`src/pkg/strobe_sequencer_cfg.svh`:
```
`ifndef STROBE_SEQUENCER_CFG_SVH
`define STROBE_SEQUENCER_CFG_SVH

`define CLOCK_HZ 25000000
`define CLOCK_KHZ (`CLOCK_HZ / 1000)
`define OFFSET_RAIL_DELAY_MS 100
`define OFFSET_RAIL_DELAY_CYCLES (`OFFSET_RAIL_DELAY_MS * `CLOCK_KHZ)
`define BIAS_RAIL_DELAY_MS 10
`define BIAS_RAIL_DELAY_CYCLES (`BIAS_RAIL_DELAY_MS * `CLOCK_KHZ)
`define POWER_DEGLITCH_MS 1
`define POWER_DEGLITCH_CYCLES (`POWER_DEGLITCH_MS * `CLOCK_KHZ)
`define COLOUR_DEGLITCH_NS 300
`define COLOUR_DEGLITCH_CYCLES ((`COLOUR_DEGLITCH_NS * `CLOCK_KHZ + 999999) / 1000000)

`define SEQ_COUNT_WIDTH 22
`define CURRENT_CODE_WIDTH 10
`define SERIAL_WORD_WIDTH 16

`define MIRROR_ENABLE_RESET 1'b1
`define LED_ENABLE_RESET 1'b1

// Switch patterns, bit 5 is switch six down to bit 0 for switch one.
`define ANODE_SEL0 6'h07
`define ANODE_SEL1 6'h0F
`define ANODE_SEL2 6'h17
`define ANODE_SEL3 6'h27
`define CCA_SEL0 6'h00
`define CCA_SEL1 6'h21
`define CCA_SEL2 6'h1C
`define CCA_SEL3 6'h1A

`endif

```
`src/pkg/strobe_sequencer_pkg.sv`:
```
`default_nettype none
package strobe_sequencer_pkg;
   typedef enum logic [2:0] {
      RAIL_OFF,
      RAIL_WAIT_OFFSET,
      RAIL_WAIT_BIAS,
      RAIL_ON,
      RAIL_POWER_DOWN
   } rail_state_t;

   typedef enum logic [1:0] {
      BBM_IDLE,
      BBM_DEAD
   } bbm_state_t;

   typedef logic [5:0] switch_map_t;
endpackage
`default_nettype wire

```
`src/design/rgb_strobe_switch_sequencer.sv`:
```
// How it works
// - Offset rail 100 ms, bias/reset 10 ms later.
// - Driver and decoder off until rails up.
// - Any rail fault drops all three together.
// - Request level and mirror enable start power-up or power-down sequences.
// - Mirror and LED enable bits reset high.
// - Package bit picks anode or cathode map.
// - Anode map: codes 1-3 pick currents.
// - Anode select 3 closes six, three, two, one.
// - Cathode map: 0 all open, 1 six/one.
// - Cathode selects 2 and 3 patterns, currents.
// - Open leaving switches before closing new ones.
// - Dead time is the break-before-make delay setting plus one clock.
// - Switches closed in both patterns stay closed.
// - Selected colour routes its own current code.
// - Serial output changes on falling clock, releases.
// - Colour selects deglitched about 300 ns.
// - Power request deglitched about 1 ms.
`timescale 1ns/100ps
`default_nettype none
`include "strobe_sequencer_cfg.svh"
module rgb_strobe_switch_sequencer #(
   parameter int OFFSET_DELAY_CYCLES = `OFFSET_RAIL_DELAY_CYCLES,
   parameter int BIAS_DELAY_CYCLES = `BIAS_RAIL_DELAY_CYCLES,
   parameter int POWER_DEGLITCH_CYCLES = `POWER_DEGLITCH_CYCLES,
   parameter int BBM_WIDTH = 8
) (
   input wire logic clk_in,
   input wire logic rst_in,
   input wire logic projector_power_request_in,
   input wire logic [1:0] colour_select_in,
   input wire logic package_map_in,
   input wire logic [2:0] rail_fault_in,
   input wire logic mirror_enable_write_in,
   input wire logic mirror_enable_value_in,
   input wire logic led_enable_write_in,
   input wire logic led_enable_value_in,
   input wire logic [BBM_WIDTH-1:0] break_before_make_delay_in,
   input wire logic [`CURRENT_CODE_WIDTH-1:0] first_colour_current_code_in,
   input wire logic [`CURRENT_CODE_WIDTH-1:0] second_colour_current_code_in,
   input wire logic [`CURRENT_CODE_WIDTH-1:0] third_colour_current_code_in,
   input wire logic serial_clock_in,
   input wire logic serial_select_low_in,
   input wire logic serial_data_in,
   output logic serial_data_out,
   output logic serial_data_oe_low_out,
   output logic [`SERIAL_WORD_WIDTH-1:0] serial_rx_word_out,
   output logic serial_rx_valid_out,
   output logic offset_rail_enable_out,
   output logic bias_rail_enable_out,
   output logic mirror_reset_rail_enable_out,
   output logic led_driver_enable_out,
   output logic full_active_state_out,
   output logic mirror_supply_enable_out,
   output logic led_supply_enable_out,
   output logic rail_fault_latched_out,
   output strobe_sequencer_pkg::switch_map_t switch_closed_out,
   output logic [`CURRENT_CODE_WIDTH-1:0] current_code_out,
   output logic current_code_valid_out
);
   import strobe_sequencer_pkg::*;

   localparam int CW = `SEQ_COUNT_WIDTH;
   localparam logic [3:0] COLOUR_DEGLITCH = 4'(`COLOUR_DEGLITCH_CYCLES);

   generate
      if (OFFSET_DELAY_CYCLES < 1 || OFFSET_DELAY_CYCLES >= (1 << CW) ||
          BIAS_DELAY_CYCLES < 1 || BIAS_DELAY_CYCLES >= (1 << CW) ||
          POWER_DEGLITCH_CYCLES < 1 || POWER_DEGLITCH_CYCLES >= (1 << CW) ||
          BBM_WIDTH < 1 || BBM_WIDTH > 16) begin : g_bad_params
         $error("Sequencer parameters out of range.");
      end
   endgenerate

   // The request, colour, serial and fault pins pass two flip-flops before any logic looks at them.
   logic [7:0] sync1_q;
   logic [7:0] sync2_q;
   always_ff @(posedge clk_in) begin
      if (rst_in) begin
         // The select bit resets to its idle high level, so no false frame edge follows reset.
         sync1_q <= 8'h08;
         sync2_q <= 8'h08;
      end else begin
         sync1_q <= {rail_fault_in, serial_data_in, serial_select_low_in, serial_clock_in,
                     colour_select_in};
         sync2_q <= sync1_q;
      end
   end
   logic req_sync1_q;
   logic req_sync2_q;
   always_ff @(posedge clk_in) begin
      if (rst_in) begin
         req_sync1_q <= 1'b0;
         req_sync2_q <= 1'b0;
      end else begin
         req_sync1_q <= projector_power_request_in;
         req_sync2_q <= req_sync1_q;
      end
   end
   logic [1:0] colour_sync;
   logic sclk_sync;
   logic cs_low_sync;
   logic din_sync;
   logic [2:0] fault_sync;
   assign colour_sync = sync2_q[1:0];
   assign sclk_sync = sync2_q[2];
   assign cs_low_sync = sync2_q[3];
   assign din_sync = sync2_q[4];
   assign fault_sync = sync2_q[7:5];

   // A new request level is taken only after it has held for the whole filter time.
   logic req_f_q;
   logic [CW-1:0] req_cnt_q;
   always_ff @(posedge clk_in) begin
      if (rst_in) begin
         req_f_q <= 1'b0;
         req_cnt_q <= '0;
      end else if (req_sync2_q == req_f_q) begin
         req_cnt_q <= '0;
      end else if (req_cnt_q == CW'(POWER_DEGLITCH_CYCLES - 1)) begin
         req_f_q <= req_sync2_q;
         req_cnt_q <= '0;
      end else begin
         req_cnt_q <= req_cnt_q + 1'b1;
      end
   end

   logic [1:0] colour_f_q;
   logic [3:0] colour_cnt_q;
   always_ff @(posedge clk_in) begin
      if (rst_in) begin
         colour_f_q <= 2'h0;
         colour_cnt_q <= 4'h0;
      end else if (colour_sync == colour_f_q) begin
         colour_cnt_q <= 4'h0;
      end else if (colour_cnt_q == COLOUR_DEGLITCH - 4'h1) begin
         colour_f_q <= colour_sync;
         colour_cnt_q <= 4'h0;
      end else begin
         colour_cnt_q <= colour_cnt_q + 4'h1;
      end
   end

   logic req_f_prev_q;
   always_ff @(posedge clk_in) begin
      if (rst_in) begin
         req_f_prev_q <= 1'b0;
      end else begin
         req_f_prev_q <= req_f_q;
      end
   end
   logic req_rise;
   assign req_rise = req_f_q & ~req_f_prev_q;

   logic any_fault;
   logic fault_lock_q;
   logic mirror_en_q;
   logic led_en_q;
   assign any_fault = |fault_sync;

   // A fault clears the mirror enable and locks the rails off until the request is toggled.
   always_ff @(posedge clk_in) begin
      if (rst_in) begin
         mirror_en_q <= `MIRROR_ENABLE_RESET;
         led_en_q <= `LED_ENABLE_RESET;
         fault_lock_q <= 1'b0;
      end else begin
         if (any_fault && (offset_rail_enable_out || bias_rail_enable_out)) begin
            mirror_en_q <= 1'b0;
            fault_lock_q <= 1'b1;
         end else begin
            if (req_rise) begin
               mirror_en_q <= 1'b1;
            end else if (mirror_enable_write_in) begin
               mirror_en_q <= mirror_enable_value_in;
            end
            if (!req_f_q) begin
               fault_lock_q <= 1'b0;
            end
         end
         if (led_enable_write_in) begin
            led_en_q <= led_enable_value_in;
         end
      end
   end

   rail_state_t rail_q;
   logic [CW-1:0] rail_cnt_q;
   logic up_wanted;
   assign up_wanted = req_f_q & mirror_en_q & ~fault_lock_q;
   always_ff @(posedge clk_in) begin
      if (rst_in) begin
         rail_q <= RAIL_OFF;
         rail_cnt_q <= '0;
         offset_rail_enable_out <= 1'b0;
         bias_rail_enable_out <= 1'b0;
         mirror_reset_rail_enable_out <= 1'b0;
      end else if (any_fault && (offset_rail_enable_out || bias_rail_enable_out)) begin
         rail_q <= RAIL_OFF;
         offset_rail_enable_out <= 1'b0;
         bias_rail_enable_out <= 1'b0;
         mirror_reset_rail_enable_out <= 1'b0;
         rail_cnt_q <= '0;
      end else begin
         rail_cnt_q <= rail_cnt_q + 1'b1;
         unique case (rail_q)
            RAIL_OFF: begin
               rail_cnt_q <= '0;
               if (up_wanted) begin
                  rail_q <= RAIL_WAIT_OFFSET;
               end
            end
            RAIL_WAIT_OFFSET: begin
               if (!up_wanted) begin
                  rail_q <= RAIL_OFF;
               end else if (rail_cnt_q == CW'(OFFSET_DELAY_CYCLES - 1)) begin
                  offset_rail_enable_out <= 1'b1;
                  rail_cnt_q <= '0;
                  rail_q <= RAIL_WAIT_BIAS;
               end
            end
            RAIL_WAIT_BIAS: begin
               if (!up_wanted) begin
                  rail_cnt_q <= '0;
                  rail_q <= RAIL_POWER_DOWN;
               end else if (rail_cnt_q == CW'(BIAS_DELAY_CYCLES - 1)) begin
                  bias_rail_enable_out <= 1'b1;
                  mirror_reset_rail_enable_out <= 1'b1;
                  rail_q <= RAIL_ON;
               end
            end
            RAIL_ON: begin
               rail_cnt_q <= '0;
               if (!up_wanted) begin
                  // Power-down runs the rise in reverse: bias and reset first.
                  bias_rail_enable_out <= 1'b0;
                  mirror_reset_rail_enable_out <= 1'b0;
                  rail_q <= RAIL_POWER_DOWN;
               end
            end
            RAIL_POWER_DOWN: begin
               if (rail_cnt_q == CW'(BIAS_DELAY_CYCLES - 1)) begin
                  offset_rail_enable_out <= 1'b0;
                  rail_q <= RAIL_OFF;
               end
            end
         endcase
      end
   end

   logic decoder_on;
   assign decoder_on = (rail_q == RAIL_ON) & offset_rail_enable_out & bias_rail_enable_out &
                       mirror_reset_rail_enable_out & led_en_q;

   switch_map_t target;
   logic [`CURRENT_CODE_WIDTH-1:0] target_code;
   always_comb begin
      target = `ANODE_SEL0;
      target_code = '0;
      unique case (colour_f_q)
         2'h0: begin
            target = package_map_in ? `CCA_SEL0 : `ANODE_SEL0;
         end
         2'h1: begin
            target = package_map_in ? `CCA_SEL1 : `ANODE_SEL1;
            target_code = first_colour_current_code_in;
         end
         2'h2: begin
            target = package_map_in ? `CCA_SEL2 : `ANODE_SEL2;
            target_code = second_colour_current_code_in;
         end
         2'h3: begin
            target = package_map_in ? `CCA_SEL3 : `ANODE_SEL3;
            target_code = third_colour_current_code_in;
         end
      endcase
      if (!decoder_on) begin
         target = 6'h00;
         target_code = '0;
      end
   end

   // If the target moves during the dead time, the opening phase is redone and the wait restarts.
   bbm_state_t bbm_q;
   logic [BBM_WIDTH-1:0] dead_cnt_q;
   switch_map_t goal_q;
   always_ff @(posedge clk_in) begin
      if (rst_in) begin
         bbm_q <= BBM_IDLE;
         dead_cnt_q <= '0;
         goal_q <= 6'h00;
         switch_closed_out <= 6'h00;
         current_code_out <= '0;
         current_code_valid_out <= 1'b0;
      end else begin
         unique case (bbm_q)
            BBM_IDLE: begin
               if (target != switch_closed_out) begin
                  switch_closed_out <= switch_closed_out & target;
                  goal_q <= target;
                  dead_cnt_q <= '0;
                  current_code_valid_out <= 1'b0;
                  bbm_q <= BBM_DEAD;
               end
            end
            BBM_DEAD: begin
               if (target != goal_q) begin
                  switch_closed_out <= switch_closed_out & target;
                  goal_q <= target;
                  dead_cnt_q <= '0;
               end else if (dead_cnt_q >= break_before_make_delay_in) begin
                  switch_closed_out <= goal_q;
                  current_code_out <= target_code;
                  current_code_valid_out <= (goal_q != 6'h00) && (colour_f_q != 2'h0);
                  bbm_q <= BBM_IDLE;
               end else begin
                  dead_cnt_q <= dead_cnt_q + 1'b1;
               end
            end
         endcase
      end
   end

   // The pins are sampled, so the serial clock must stay well below a quarter of clk_in.
   logic sclk_prev_q;
   logic cs_prev_q;
   logic [`SERIAL_WORD_WIDTH-1:0] tx_q;
   logic [`SERIAL_WORD_WIDTH-1:0] rx_q;
   switch_map_t status_sw;
   assign status_sw = switch_closed_out;
   always_ff @(posedge clk_in) begin
      if (rst_in) begin
         sclk_prev_q <= 1'b0;
         cs_prev_q <= 1'b1;
         tx_q <= '0;
         rx_q <= '0;
         serial_data_out <= 1'b0;
         serial_rx_word_out <= '0;
         serial_rx_valid_out <= 1'b0;
      end else begin
         sclk_prev_q <= sclk_sync;
         cs_prev_q <= cs_low_sync;
         serial_rx_valid_out <= 1'b0;
         if (cs_prev_q && !cs_low_sync) begin
            tx_q <= {rail_fault_latched_out, full_active_state_out, offset_rail_enable_out,
                     bias_rail_enable_out, mirror_reset_rail_enable_out, mirror_en_q, led_en_q,
                     3'h0, status_sw};
            serial_data_out <= rail_fault_latched_out;
         end else if (!cs_low_sync && cs_prev_q == 1'b0) begin
            if (!sclk_prev_q && sclk_sync) begin
               rx_q <= {rx_q[`SERIAL_WORD_WIDTH-2:0], din_sync};
            end
            if (sclk_prev_q && !sclk_sync) begin
               tx_q <= {tx_q[`SERIAL_WORD_WIDTH-2:0], 1'b0};
               serial_data_out <= tx_q[`SERIAL_WORD_WIDTH-2];
            end
         end
         if (!cs_prev_q && cs_low_sync) begin
            serial_rx_word_out <= rx_q;
            serial_rx_valid_out <= 1'b1;
         end
      end
   end
   assign serial_data_oe_low_out = cs_low_sync;

   assign led_driver_enable_out = decoder_on;
   assign full_active_state_out = decoder_on & mirror_en_q;
   assign mirror_supply_enable_out = mirror_en_q;
   assign led_supply_enable_out = led_en_q;
   assign rail_fault_latched_out = fault_lock_q;
endmodule // rgb_strobe_switch_sequencer
`default_nettype wire

```
`config.mk`:
```
export PLATFORM = sky130hd
export DESIGN_NAME = rgb_strobe_switch_sequencer
export DESIGN_NICKNAME = d
export VERILOG_FILES = /design/src/pkg/strobe_sequencer_pkg.sv /design/src/design/rgb_strobe_switch_sequencer.sv
export VERILOG_INCLUDE_DIRS = /design/src /design/src/pkg
export SDC_FILE = /design/constraint.sdc
export NUM_CORES = 1
export LEC_CHECK = 0
export BUFFER_PORTS_ARGS = -buffer_cell sky130_fd_sc_hd__buf_2
export CELL_PAD_IN_SITES_DETAIL_PLACEMENT = 0
export CELL_PAD_IN_SITES_GLOBAL_PLACEMENT = 1
export CORE_MARGIN = 4
export CORE_UTILIZATION = 40
export DETAILED_ROUTE_END_ITERATION = 10
export PLACE_DENSITY = 0.72
export SYNTH_ARGS = -nofsm -noshare
export SYNTH_HDL_FRONTEND = slang
export SYNTH_SLANG_ARGS = --single-unit
```
`constraint.sdc`:
```
create_clock -name clk_in -period 7.8 [get_ports clk_in]
set_input_delay 1.56 -clock clk_in [delete_from_list [all_inputs] [get_ports clk_in]]
set_output_delay 1.56 -clock clk_in [all_outputs]
set_load 0.02 [all_outputs]
```
==> qor.csv <==
metric,value,unit
status,"finished, final reports clean",
CP Class,input port to flop,
Mapped Area,7120,µm²
"slowest stage delay, CP",480,ps
All-Layer GR Usage,0.159,
initial core utilization,0.410,
Synth area leaders,"dfxtp_1 (45%), a21oi_1 (5.8%), nand2_1 (5.8%)",
grt ovf,0,
final net count,966,
first-pass iteration count of the detailed router,7,
"Design Area, Final",8290,µm²
fmax,0.257,GHz
Avg WL per Cell,14.0,µm
hold depth,1,
Max Cap Viol,0,
Vias/cell,5.19,
Post-Syn Area per Cell,8.67,µm²
top sig layer,met4,
antenna violations before repair,0,
DRT iter0 DRCs,395,
hold path startpoint,sync1_q[3],
met3 WL,869,µm
layout cells sized above 1,0.174,
WHS,416,ps
worst hold path type,flop to flop,
maximum vdd drop,0.000172,V
Hold Path Sink,sync2_q[3],
hold_buf cts,0,
Antenna diodes,0,
P&R area growth vs syn,16.5,%
most frequent cells in the layout,"dfxtp_1 (161), nand2_1 (110), nor2_1 (99)",
Sink Count,161,
"Critical Path, Cell by Cell",buf_2 -> xnor2_1 -> nor4_4 -> ha_1 -> nor4_1 -> nand2_1 -> nor2_1 -> a21oi_1 -> a2111oi_2,
Placed Area,7670,µm²
net count after synthesis,893,
slew at the pin closest to its max-slew limit,1150,ps
Worst Skew,9.35,ps
CP max FO,16,
"flops & latches, synth",161,
post-CTS sizing,0,
Routed WL,15900,µm
setup bufs post-CTS,0,
ys async rst share,0,
Routed Antenna Nets,0,
H-tree levels,4,
Die H,141,µm
clk buf depth,2,
FF-to-FF End,switch_closed_out[5],
# port buffers,97,
CTS tree,done,
CP endpoint kind,flop,
die area,20000,µm²
Worst path top cell family by delay,simple AND/OR/NAND/NOR gates,
Detail Placement HPWL,11200,µm
"commonest non-fill, non-tap cell in the layout",dfxtp_1,
power consumption,1970,µW
Worst Path Required,8120,ps
Final Hold Fails,0,
row count,48,
clock slew at reported path FFs,60,ps
insertion delay to the later sink of the worst-skew pair,420,ps
chip width,141,µm
Post-synth EDFFs,0,
drt drc,0,
met2 wire length,7370,µm
core area,17400,µm²
Num CTS Buffers,17,
launching point of the worst reg2reg path,colour_f_q[1],
Synth area leader,dfxtp_1,
Pleak,0.00320,µW
top-area cell type share of the netlist area,0.453,
warning count from the yosys run,0,
first-pass GRT wire length,26500,µm
RSZ-0062 raised after global routing,no,
Synth cell types,64,
setup violators final,0,
vias in the first global route,5587,
worst path arrival time,4210,ps
fin util,0.478,
CP bufs+invs,1,
Rel. slew slack,0.235,
I/O pins,98,
largest net degree at the start of global routing,54,
PwrDens,238,nW/µm²
routability congestion estimate,0.895,
Vias,5871,
period utilization,0.499,
Final Slew Violations,0,
Syn Inst Count,821,
crit path time final,3900,ps
worst r2r path cells,10,
setup TNS,0,ps
CP max stage cell,nor2_1,
Root Buffer,clkbuf_16,
Reg2Reg Setup Slack,4080,ps
most used flip-flop cell after synthesis,dfxtp_1,
register area share after synthesis,0.453,
Startpoint Class,input port,
wire length on met1,7430,µm
-- layout make-up --
type / instances / area [µm²]
clock buffers: 18 / 439
clock inverters: 14 / 180
multi-input cells: 591 / 3570
well taps: 225 / 282
repair buffers: 99 / 503
flip-flops and latches: 161 / 3220
inverters: 24 / 90.1
fillers: 1662 / 9070
-- kinds of logic (layout without fill, tap and decap cells) --
family,count (synthesis),count (layout),share of synthesized area
AOI/OAI and AO/OA,150,150,0.139
xor gates and xnor gates,46,46,0.0577
and+or+nand+nor,356,356,0.243
adders and majority gates,18,18,0.0316
DFF,161,161,0.453
buffers and inverters,69,155,0.0462
muxes,21,21,0.0295
-- state kept, by name, summed over array words and instances, names as in the netlist, 4 cells and up --
signal	flops
dead_cnt_q	8
sync1_q	8
req_cnt_q	22
rail_cnt_q	22
sync2_q	8
serial_rx_word_out	16
current_code_out	10
goal_q	6
rx_q	16
tx_q	15
colour_cnt_q	4
switch_closed_out	6
-- cells in the mapped netlist, types with 2 or more instances --
library cell / instances
o211ai_1: 2
xor2_1: 29
xnor2_1: 16
clkbuf_1: 24
o2111ai_1: 2
mux2i_1: 21
o32ai_1: 2
nor4_1: 8
a21oi_1: 83
nand3b_1: 3
buf_1: 2
a21boi_0: 2
o21ai_1: 2
inv_1: 23
buf_4: 5
and2_1: 4
nor4b_1: 3
o221a_2: 7
ha_1: 18
a31oi_1: 6
nand3_1: 26
a211oi_1: 5
dfxtp_1: 161
a311oi_1: 4
or2_2: 6
nor3_1: 9
nand4_1: 10
or3_1: 13
o21ai_0: 13
nor3b_1: 2
buf_6: 4
nor2b_1: 22
nor2_1: 99
nand2b_1: 9
a21o_1: 2
nand2_1: 110
a222oi_1: 8
and3_1: 22
buf_2: 9
-- report_power, final --
part	switching [µW]	leakage, µW	internal, µW
sequential	33.3	0.00130	851
clock	348	0.000286	516
combinational	144	0.00161	82.6
total	525	0.00320	1450
-- routing by layer --
metal,global-route usage,vias up
li1,-,2974
met1,0.204,2741
met2,0.261,139
met3,0.0421,17
met4,0.0535,0
met5,0,-
-- worst max path at each step --
stage                        start              endpoint  slack [ps]  cells after the start
floorplan           package_map_in         dead_cnt_q[1]        4280                     12
global placement    package_map_in  switch_closed_out[5]        3630                      9
detailed placement  package_map_in  switch_closed_out[5]        3520                      9
CTS                 package_map_in  switch_closed_out[5]        3920                      9
global route        package_map_in  switch_closed_out[5]        3610                      9
finish              package_map_in  switch_closed_out[5]        3900                      9
-- through the flow --
stage	instances	setup WS, ps
global route	1132	3610
global placement	1100	3630
CTS	1132	3920
floorplan	821	4280
detailed placement	1100	3520
finish	1132	3900
Power figures use the tool's default switching activity.
